<file path="config.mk">
export PLATFORM = sky130hd
export DESIGN_NAME = arc_top
export DESIGN_NICKNAME = d
export VERILOG_FILES = /design/src/design/arc_pkg.sv /design/src/design/arc_top.sv
export SDC_FILE = /design/constraint.sdc
export NUM_CORES = 1
export LEC_CHECK = 0
export BUFFER_PORTS_ARGS = -buffer_cell sky130_fd_sc_hd__clkbuf_2
export CORE_ASPECT_RATIO = 0.5
export CORE_MARGIN = 2
export CORE_UTILIZATION = 54
export CTS_BUF_LIST = sky130_fd_sc_hd__clkbuf_4 sky130_fd_sc_hd__clkbuf_8
export DETAILED_ROUTE_END_ITERATION = 16
export GPL_TIMING_DRIVEN = 0
export PLACE_DENSITY = 0.84
export SLEW_MARGIN = 40
export SYNTH_ARGS = -nofsm -noshare
export SYNTH_HDL_FRONTEND = slang
export SYNTH_SLANG_ARGS = --single-unit
</file>
<file path="constraint.sdc">
create_clock -name clk_sys -period 2.6 [get_ports clk_sys]
set_clock_uncertainty 0.2 [all_clocks]
set_input_delay 0.52 -clock clk_sys [delete_from_list [all_inputs] [get_ports clk_sys]]
set_output_delay 0.52 -clock clk_sys [all_outputs]
set_load 0.005 [all_outputs]
</file>
<file path="src/design/arc_pkg.sv">
// Constants and types for the priority result, compare and conversion clock block
// What this block does
// - Storing a priority conversion result sets the result-present flag, bit 0.
// - Reading the priority low result register clears the result-present flag.
// - A store before both result halves were read sets the overrun flag, bit 1.
// - Reading the overrun flag clears it.
// - Compare values: 10 bits, upper 8 in high register, low 2 in bits 7:6.
// - Conversion length is based on 46 conversion clocks.
// - Sample-hold field bits 7:4 selects 8 to 512 conversion clocks by code.
// - Prescaler field bits 2:0 picks conversion clock; 000 means undivided fc.
// - Longer sample-hold adds its extra clocks to the total conversion time.
// - Priority conversion stores into the result pair, then normal conversion resumes.
package arc_pkg;
	// Word indexes on the register bus
	localparam logic [2:0] ADR_PRIO_LO = 3'h0;
	localparam logic [2:0] ADR_PRIO_HI = 3'h1;
	localparam logic [2:0] ADR_CMP0_LO = 3'h2;
	localparam logic [2:0] ADR_CMP0_HI = 3'h3;
	localparam logic [2:0] ADR_CMP1_LO = 3'h4;
	localparam logic [2:0] ADR_CMP1_HI = 3'h5;
	localparam logic [2:0] ADR_CLK_SET = 3'h6;
	localparam logic [2:0] ADR_STATUS = 3'h7;
	// Field positions and reset values
	localparam int LO_PRESENT_BIT = 0;
	localparam int LO_OVR_BIT = 1;
	localparam logic [7:0] CLK_SET_RST = 8'h80;
	localparam logic [7:0] CLK_SET_MASK = 8'hF7;
	// Conversion timing in conversion clocks
	localparam logic [9:0] CONV_BASE_CLKS = 10'h02E;
	localparam logic [9:0] SH_BASE_CLKS = 10'h008;
	localparam logic [9:0] CONV_TAIL_CLKS = CONV_BASE_CLKS - SH_BASE_CLKS;
	// Prescaler and sample-hold codes
	localparam logic [2:0] PRE_DIV1 = 3'h0;
	localparam logic [2:0] PRE_DIV2 = 3'h1;
	localparam logic [2:0] PRE_DIV4 = 3'h2;
	localparam logic [3:0] SH_8 = 4'h8;
	localparam logic [3:0] SH_16 = 4'h9;
	localparam logic [3:0] SH_24 = 4'hA;
	localparam logic [3:0] SH_32 = 4'hB;
	localparam logic [3:0] SH_64 = 4'h3;
	localparam logic [3:0] SH_128 = 4'hC;
	localparam logic [3:0] SH_512 = 4'hD;

	typedef enum logic [1:0] {
		ST_IDLE = 2'b00,
		ST_SAMPLE = 2'b01,
		ST_CONVERT = 2'b10
	} arc_state_t;

	// Reserved codes fall back to the shortest sample time
	function automatic logic [9:0] arc_sh_clocks(input logic [3:0] code);
		case (code)
			SH_16: arc_sh_clocks = 10'h010;
			SH_24: arc_sh_clocks = 10'h018;
			SH_32: arc_sh_clocks = 10'h020;
			SH_64: arc_sh_clocks = 10'h040;
			SH_128: arc_sh_clocks = 10'h080;
			SH_512: arc_sh_clocks = 10'h200;
			default: arc_sh_clocks = SH_BASE_CLKS;
		endcase
	endfunction
endpackage

</file>
<file path="src/design/arc_top.sv">
// Priority result, compare value and conversion clock block with Avalon-MM slave
//
// Design decisions made here: the Avalon-MM slave port and the address map.
`timescale 1ns/1ps
module arc_top import arc_pkg::*; (
	input wire logic clk_sys, // System clock fc
	input wire logic rst, // Synchronous reset, active high
	input wire logic [2:0] avs_address, // Word index
	input wire logic avs_read, // Read request
	input wire logic avs_write, // Write request
	input wire logic [31:0] avs_writedata, // Write data
	output logic [31:0] avs_readdata, // Read data
	output logic avs_waitrequest, // Low for the answer cycle
	input wire logic prio_start, // Start a priority conversion
	input wire logic [9:0] adc_sample, // Converter output word
	input wire logic [1:0] monitor_enable, // Monitor enables per compare
	output logic prio_busy, // Priority conversion running
	output logic sample_hold, // Sample-hold phase active
	output logic conv_clk_en, // Conversion clock enable pulse
	output logic prio_store, // Result stored, normal may resume
	output logic [9:0] prio_result_bits, // Stored priority result
	output logic [9:0] compare0_bits, // Compare value 0
	output logic [9:0] compare1_bits // Compare value 1
);
	logic wait_reg;
	logic [31:0] rdata_reg;
	logic [9:0] res_reg;
	logic present_reg;
	logic ovr_reg;
	logic pend_hi_reg;
	logic pend_lo_reg;
	logic [9:0] cmp_reg [2];
	logic [7:0] clk_set_reg;
	arc_state_t state_reg;
	arc_state_t state_next;
	logic [9:0] cnt_reg;
	logic [9:0] cnt_next;
	logic [9:0] sh_cur_reg;
	logic [1:0] mask_cur_reg;
	logic [1:0] pre_cnt_reg;
	logic tick_reg;
	logic busy_reg;
	logic samp_reg;
	logic store_reg;
	logic [7:0] rd_mux;

	// Bus request decode; side effects act on the capture edge
	wire take = (avs_read | avs_write) & wait_reg;
	wire rd_take = take & avs_read;
	wire wr_take = take & avs_write;
	wire rd_lo = rd_take & (avs_address == ADR_PRIO_LO);
	wire rd_hi = rd_take & (avs_address == ADR_PRIO_HI);
	wire wr_clk = wr_take & (avs_address == ADR_CLK_SET);
	wire [7:0] wbyte = avs_writedata[7:0];
	wire busy = state_reg != ST_IDLE;
	wire start = prio_start & ~busy;
	wire last_tail = cnt_reg == (CONV_TAIL_CLKS - 10'h001);
	wire last_sh = cnt_reg == (sh_cur_reg - 10'h001);
	wire store = (state_reg == ST_CONVERT) & tick_reg & last_tail;
	wire [2:0] pre_sel = clk_set_reg[2:0];
	wire [1:0] div_mask = (pre_sel == PRE_DIV2) ? 2'b01 :
		(pre_sel == PRE_DIV4) ? 2'b11 : 2'b00;
	wire tick_next = busy & ((pre_cnt_reg & mask_cur_reg) == mask_cur_reg);

	// One wait state: waitrequest drops for one cycle after capture
	always_ff @(posedge clk_sys) begin
		if (rst) begin
			wait_reg <= 1'b1;
			rdata_reg <= 32'h0000_0000;
		end else begin
			wait_reg <= ~take;
			if (rd_take) begin
				rdata_reg <= {24'h00_0000, rd_mux};
			end
		end
	end

	// Read mux; unmapped words read as zero
	always_comb begin
		if (avs_address == ADR_PRIO_LO) begin
			rd_mux = {res_reg[1:0], 4'h0, ovr_reg, present_reg};
		end else if (avs_address == ADR_PRIO_HI) begin
			rd_mux = res_reg[9:2];
		end else if (avs_address == ADR_CMP0_LO) begin
			rd_mux = {cmp_reg[0][1:0], 6'h00};
		end else if (avs_address == ADR_CMP0_HI) begin
			rd_mux = cmp_reg[0][9:2];
		end else if (avs_address == ADR_CMP1_LO) begin
			rd_mux = {cmp_reg[1][1:0], 6'h00};
		end else if (avs_address == ADR_CMP1_HI) begin
			rd_mux = cmp_reg[1][9:2];
		end else if (avs_address == ADR_CLK_SET) begin
			rd_mux = clk_set_reg;
		end else if (avs_address == ADR_STATUS) begin
			rd_mux = {6'h00, samp_reg, busy_reg};
		end else begin
			rd_mux = 8'h00;
		end
	end

	// Result flags; a store in the clearing cycle wins
	wire present_next = store | (present_reg & ~rd_lo);
	wire ovr_next = (store & (pend_hi_reg | pend_lo_reg)) | (ovr_reg & ~rd_lo);
	// Halves tracked apart, so high-then-low fetch stays clean
	wire pend_hi_next = store | (pend_hi_reg & ~rd_hi);
	wire pend_lo_next = store | (pend_lo_reg & ~rd_lo);

	always_ff @(posedge clk_sys) begin
		if (rst) begin
			res_reg <= 10'h000;
			present_reg <= 1'b0;
			ovr_reg <= 1'b0;
			pend_hi_reg <= 1'b0;
			pend_lo_reg <= 1'b0;
		end else begin
			if (store) begin
				res_reg <= adc_sample;
			end
			present_reg <= present_next;
			ovr_reg <= ovr_next;
			pend_hi_reg <= pend_hi_next;
			pend_lo_reg <= pend_lo_next;
		end
	end

	// Compare values; writes ignored while that monitor runs
	generate
		for (genvar g = 0; g < 2; g++) begin : g_cmp
			wire [2:0] lo_adr = ADR_CMP0_LO + 3'(2 * g);
			wire open_wr = wr_take & ~monitor_enable[g];
			wire wr_lo = open_wr & (avs_address == lo_adr);
			wire wr_hi = open_wr & (avs_address == lo_adr + 3'h1);
			always_ff @(posedge clk_sys) begin
				if (rst) begin
					cmp_reg[g] <= 10'h000;
				end else if (wr_hi) begin
					cmp_reg[g][9:2] <= wbyte;
				end else if (wr_lo) begin
					cmp_reg[g][1:0] <= wbyte[7:6];
				end
			end
		end
	endgenerate

	// Clock settings; bit 3 always reads zero
	always_ff @(posedge clk_sys) begin
		if (rst) begin
			clk_set_reg <= CLK_SET_RST;
		end else if (wr_clk) begin
			clk_set_reg <= wbyte & CLK_SET_MASK;
		end
	end

	// Sequencer next state: sample-hold clocks, then the fixed tail
	always_comb begin
		state_next = state_reg;
		cnt_next = cnt_reg;
		case (state_reg)
			ST_IDLE: begin
				if (start) begin
					state_next = ST_SAMPLE;
					cnt_next = 10'h000;
				end
			end
			ST_SAMPLE: begin
				if (tick_reg && last_sh) begin
					state_next = ST_CONVERT;
					cnt_next = 10'h000;
				end else if (tick_reg) begin
					cnt_next = cnt_reg + 10'h001;
				end
			end
			ST_CONVERT: begin
				if (tick_reg && last_tail) begin
					state_next = ST_IDLE;
					cnt_next = 10'h000;
				end else if (tick_reg) begin
					cnt_next = cnt_reg + 10'h001;
				end
			end
			default: begin
				state_next = ST_IDLE;
				cnt_next = 10'h000;
			end
		endcase
	end

	// Settings latched at start, so a late write cannot bend a conversion
	always_ff @(posedge clk_sys) begin
		if (rst) begin
			sh_cur_reg <= SH_BASE_CLKS;
			mask_cur_reg <= 2'b00;
		end else if (start) begin
			sh_cur_reg <= arc_sh_clocks(clk_set_reg[7:4]);
			mask_cur_reg <= div_mask;
		end
	end

	// Sequencer state, prescaler and registered status
	always_ff @(posedge clk_sys) begin
		if (rst) begin
			state_reg <= ST_IDLE;
			cnt_reg <= 10'h000;
			pre_cnt_reg <= 2'b00;
			tick_reg <= 1'b0;
			busy_reg <= 1'b0;
			samp_reg <= 1'b0;
			store_reg <= 1'b0;
		end else begin
			state_reg <= state_next;
			cnt_reg <= cnt_next;
			pre_cnt_reg <= start ? 2'b00 : pre_cnt_reg + 2'b01;
			// No pulse after the store edge; busy is still high in that cycle
			tick_reg <= tick_next & ~start & ~store;
			busy_reg <= state_next != ST_IDLE;
			samp_reg <= state_next == ST_SAMPLE;
			store_reg <= store;
		end
	end

	assign avs_waitrequest = wait_reg;
	assign avs_readdata = rdata_reg;
	assign prio_busy = busy_reg;
	assign sample_hold = samp_reg;
	assign conv_clk_en = tick_reg;
	assign prio_store = store_reg;
	assign prio_result_bits = res_reg;
	assign compare0_bits = cmp_reg[0];
	assign compare1_bits = cmp_reg[1];

	// Checking helper: conversion clocks seen since start
	logic [9:0] hlp_ticks_reg;
	always_ff @(posedge clk_sys) begin
		if (rst || start) begin
			hlp_ticks_reg <= 10'h000;
		end else if (busy && tick_reg) begin
			hlp_ticks_reg <= hlp_ticks_reg + 10'h001;
		end
	end
endmodule

</file>
* Word level (Yosys, flattened, before mapping)
Memory sizes are Yosys's and may differ from the RTL's.
Cells that the tools add are included.
** Operators by class
- Reduce and logical (&&, ||, !) cells :: 7
- Mux-type cells :: 40
- Bitwise operators :: 42
- Add/sub/neg operators :: 3
- Eq/ne operators :: 22
** Operators with widths (number)
- 8-bit two-way mux :: 9
- 10-bit case mux with 6 select lines :: 1
- 10-bit two-way mux :: 4
- 10-bit case mux with 3 select lines :: 1
- 1-bit AND :: 23
- 4-bit == test (second input constant) :: 5
- 1-bit two-way mux :: 16
- 2-bit two-way mux :: 8
- 3-bit == test (second input constant) :: 4
- 10-bit by 1-bit adder with 10-bit output (second input constant) :: 1
- 10-bit == test :: 1
- 10-bit by 6-bit == test with 1-bit output (second input constant) :: 1
- 1-bit bitwise OR :: 10
- 10-bit by 1-bit subtractor with 10-bit output (second input constant) :: 1
- 3-bit by 2-bit == test with 1-bit output (second input constant) :: 3
- 1-bit NOT :: 8
- 3-bit by 1-bit == test with 1-bit output (second input constant) :: 2
- 2-bit case mux with 3 select lines :: 1
- 2-bit by 1-bit == test with 1-bit output (second input constant) :: 2
- 4-bit by 2-bit == test with 1-bit output (second input constant) :: 1
- 2-bit nonzero test :: 2
- 3-bit zero test :: 1
- 2-bit by 1-bit adder with 2-bit output (second input constant) :: 1
- 2-bit AND :: 1
- other kinds (6) :: 7
** Storage, ports and cells
- Bits in registers :: 60
- Output and inout port bits :: 67
- Bits in writable memories :: 20
- Memories kept :: 1
- Input port bits :: 52
- Word-level logic and storage cells :: 132
** Memories
- cmp_reg :: words 2, width 10, read ports 2, clocked after memory_dff 0, wr ports 2, RTL line arc_top.sv:32 : logic [9:0] cmp_reg [2];

* Longest topological paths before layout
- Depth in word-level cells :: 10
- Mapped depth :: 9
- Depth with buffers taken out :: 8

* Least setup slack after synthesis
OpenSTA, ideal clock, no wires.
- Path kind :: in2reg
- From :: in avs_address[1]
- To :: mem cmp_reg[0][2] (enable)
- Setup slack :: 361 ps
- Cell stages on the path :: 6
- Data arrival time :: 1711 ps
- Library setup time :: 329 ps
- Required time :: 2071 ps
- Path buffers :: 2
- Cell sequence :: clkbuf_1 clkbuf_1 nand2_1 nor3_1 nand2_1 nand2_1
** RTL lines
- start: declaration :: RTL line arc_top.sv:8 : input wire logic [2:0] avs_address,
- end: declaration :: RTL line arc_top.sv:32

* Final worst setup path
- From :: reg sh_cur_reg[3]
- To :: reg cnt_reg[5]
** On the way
- Longest elaborated chain between the ends :: 5
** Ends and longest elaborated chain
- start: declaration :: RTL line arc_top.sv:38 : logic [9:0] sh_cur_reg;
- start signal: assignment :: RTL line arc_top.sv:194 : sh_cur_reg <= arc_sh_clocks(clk_set_reg[7:4]);
- 10-bit by 1-bit subtractor with 10-bit output :: RTL line arc_top.sv:58 : wire last_sh = cnt_reg == (sh_cur_reg - 10'h001);
- 10-bit == test :: RTL line arc_top.sv:58
- 1-bit logical AND :: RTL line arc_top.sv:166 : if (tick_reg && last_sh) begin
- 10-bit two-way mux :: RTL line arc_top.sv:166
- 10-bit case mux with 3 select lines :: RTL line arc_top.sv:158 : case (state_reg)
- end signal: assignment :: RTL line arc_top.sv:211 : cnt_reg <= cnt_next;
- end: declaration :: RTL line arc_top.sv:36 : logic [9:0] cnt_reg;
No other way between the ends.
A chain may end at the register's enable or synchronous reset.

==> impl_metrics.json <==
{
  "grt_pass1_wl_mm": 16.5,
  "post_cts.repair.setup_buffers": 0,
  "final_nets": 606,
  "p_total_mw": 2.53,
  "first_global_vias": 3397,
  "port_buffers": 69,
  "clk_latency_ns": 0.36,
  "grt_max_degree": 14,
  "yosysMostFrequentCell": "dfxtp_1",
  "avgSynthCellArea_um2": 8.95,
  "core_um2": 7240,
  "pin_count": 119,
  "synth_common_cells": "56 x dfxtp_1, 55 x nand2_1, 33 x a21oi_1, 30 x nor2_1, 25 x buf_4",
  "hold_viol": 0,
  "finalSetupViolCount": 0,
  "yosys.area_share.simple_pct": 22.8,
  "wl_per_cell_um": 15.6,
  "synth_edf_count": 20,
  "dpl.cell_count": 632,
  "largest_register_ffs": 20,
  "drtIter0Drc": 351,
  "rows": 22,
  "ir_drop_v": 0.000374,
  "post-route-util_pct": 65.8,
  "first_pass_iters": 5,
  "path_delay_family": "compound AO/OA/AOI/OAI gates",
  "cpPeakStageDelay_ns": 0.46,
  "fill_cells": 633,
  "grt_remaining_overflow": 0,
  "yosys.area_share.adder_pct": 2.20,
  "root_buffer": "clkbuf_8",
  "antenna_cells": 0,
  "cp.buffers_inverters": 1,
  "synth_cells": 444,
  "ant_nets": 0,
  "worstHoldPathType": "input port to register",
  "synth_top_family_by_area": "simple AND/OR/NAND/NOR gates",
  "p_leak_nw": 1.94,
  "die_y_um": 64.7,
  "yosysUniqueCellTypes": 61,
  "fin_crit_ns": 2.47,
  "worst-setup-path-type": "register to register",
  "vias_per_cell": 5.57,
  "maxSlewHeadroom_pct": 57.7,
  "tightest_slew_ns": 0.634,
  "totalWireLength_mm": 10.1,
  "multiInputGateArea_um2": 1990,
  "maxCapViolations": 0,
  "ys_seq_area_share_pct": 43.3,
  "synthTopCellsByArea": "dfxtp_1 28%, edfxtp_1 15%, nand2_1 5.2%",
  "slowest_stage": "nor4_2",
  "required_ns": 2.62,
  "cts_tree": "yes",
  "layout.cells.non_filler": 648,
  "die-area_um2": 8100,
  "ys_warn_count": 0,
  "ys_seq_elements": 76,
  "die_w_um": 125,
  "finalCritPeriodShare_pct": 95.0,
  "num_vias": 3607,
  "critPathCaptureType": "register",
  "final_cell_area_um2": 4760,
  "clock_path_buffers": 2,
  "synthArstFlopShare_pct": 0,
  "regArea_um2": 1720,
  "synth-compound-area-share_pct": 15.5,
  "drv_slew": 0,
  "fin_ws_ns": 0.129,
  "cp_cell_sequence": "inv_1, ha_1, xor2_1, nand3_1, nor4_2, a21oi_4, o211ai_2, o32ai_1",
  "rsz0062_at_grt": "no",
  "synth_top_area_share_pct": 28.2,
  "htreeDepth": 3,
  "syn_area_um2": 3970,
  "cp_max_fo": 8,
  "status": "finished clean",
  "drc_errors": 0,
  "cts_sinks": 76,
  "crit_path_start_kind": "register",
  "max_clock_freq_mhz": 405,
  "muxShareOfSynthArea_pct": 4.47,
  "numCtsBuffers": 9,
  "hold_slack_ns": 0.183,
  "area_growth_pct": 19.8,
  "drive_gt1_share_pct": 25.2,
  "place_ws_ns": -0.110,
  "finalSetupTns_ns": 0,
  "yosysTopAreaCell": "dfxtp_1",
  "critical_path_arrival_ns": 2.49,
  "gp_congestion": 0.886,
  "p_per_area_nw_per_um2": 531,
  "antenna_found_initial": 0,
  "place_area_um2": 4530,
  "clk_pin_slew_ns": 0.08,
  "start_util_pct": 54.9,
  "grtUsageTotal_pct": 25.9,
  "synth_xor_area_share_pct": 2.42,
  "dp_hpwl_mm": 7.58,
  "ys.flop_type": "dfxtp_1"
}
[repair_timing]
action                                  CTS  global route
hold buffers                              0             0
resized for setup                         0             4
endpoints found under the setup margin    0             8
[worst paths after layout]
kind	slack, ns	depth (start not counted)	end	from
max	0.13	8	cnt_reg[5]$_SDFFE_PP0P_	sh_cur_reg[3]$_SDFFE_PP1P_
min	0.18	3	prio_result_bits[9]$_SDFFE_PP0P_	adc_sample[9]
max reg2reg	0.13	8	cnt_reg[5]$_SDFFE_PP0P_	sh_cur_reg[3]$_SDFFE_PP1P_
min reg2reg	0.26	2	ovr_reg$_SDFF_PP0_	ovr_reg$_SDFF_PP0_
[worst register-to-register path: stages, from the launching register on]
cell	delay, ns
dfxtp_1	0.42
inv_1	0.07
ha_1	0.32
xor2_1	0.14
nand3_1	0.10
nor4_2	0.46
a21oi_4	0.17
o211ai_2	0.33
o32ai_1	0.13
[power breakdown]
group / switching (mW) / internal (mW) / total, mW
Clock: 0.431 / 0.519 / 0.950
Combinational: 0.177 / 0.129 / 0.306
Sequential: 0.0285 / 1.25 / 1.27
Total: 0.636 / 1.89 / 2.53
[area by class of cell]
type	count	area share [%]
Multi-Input combinational cell	324	41.9
Sequential cell	76	36.2
Timing Repair Buffer	69	7.25
Buffer	50	6.38
Clock buffer	13	3.49
Tap cell	96	2.52
Inverter	17	1.34
Clock inverter	3	0.972
[layer usage]
layer	routed length, um	GRT usage [%]	up-vias	part of all wire, %
li1	-	-	1739	-
met4	157	9.31	0	1.5
met2	4810	43.6	142	47
met3	713	6.94	21	7.0
met1	4450	32.5	1705	44
met5	0	0	-	0
[logic make-up after synthesis]
logic type,Yosys count
other,1
AOI/OAI and AO/OA,89
and+or+nand+nor,176
DFF,76
xor gates and xnor gates,11
muxes,17
buffers and inverters,67
adders and majority gates,7
[layout by cell type (no fill, tap or decap), types with 3 or more instances in the layout]
cell type	n
buf_4	25
a221oi_1	8
a31o_2	3
a22o_1	3
mux2i_1	11
nor4b_1	3
clkbuf_8	11
o41ai_1	3
nand2_1	55
o211ai_1	3
ha_1	7
o221ai_1	3
nor2_1	30
a211oi_1	3
nor4_1	6
clkbuf_2	69
and2_1	23
nor2b_1	8
xnor2_1	9
and3_1	4
mux2_2	6
a21oi_1	33
edfxtp_1	20
or3_1	4
dfxtp_1	55
clkbuf_1	18
o32ai_1	3
inv_1	17
a31oi_1	5
clkbuf_4	3
o21ai_0	4
conb_1	24
or2_2	3
buf_2	3
nor3_1	19
a311oi_1	3
nand3_1	4
(Power assumes the default switching activity.)
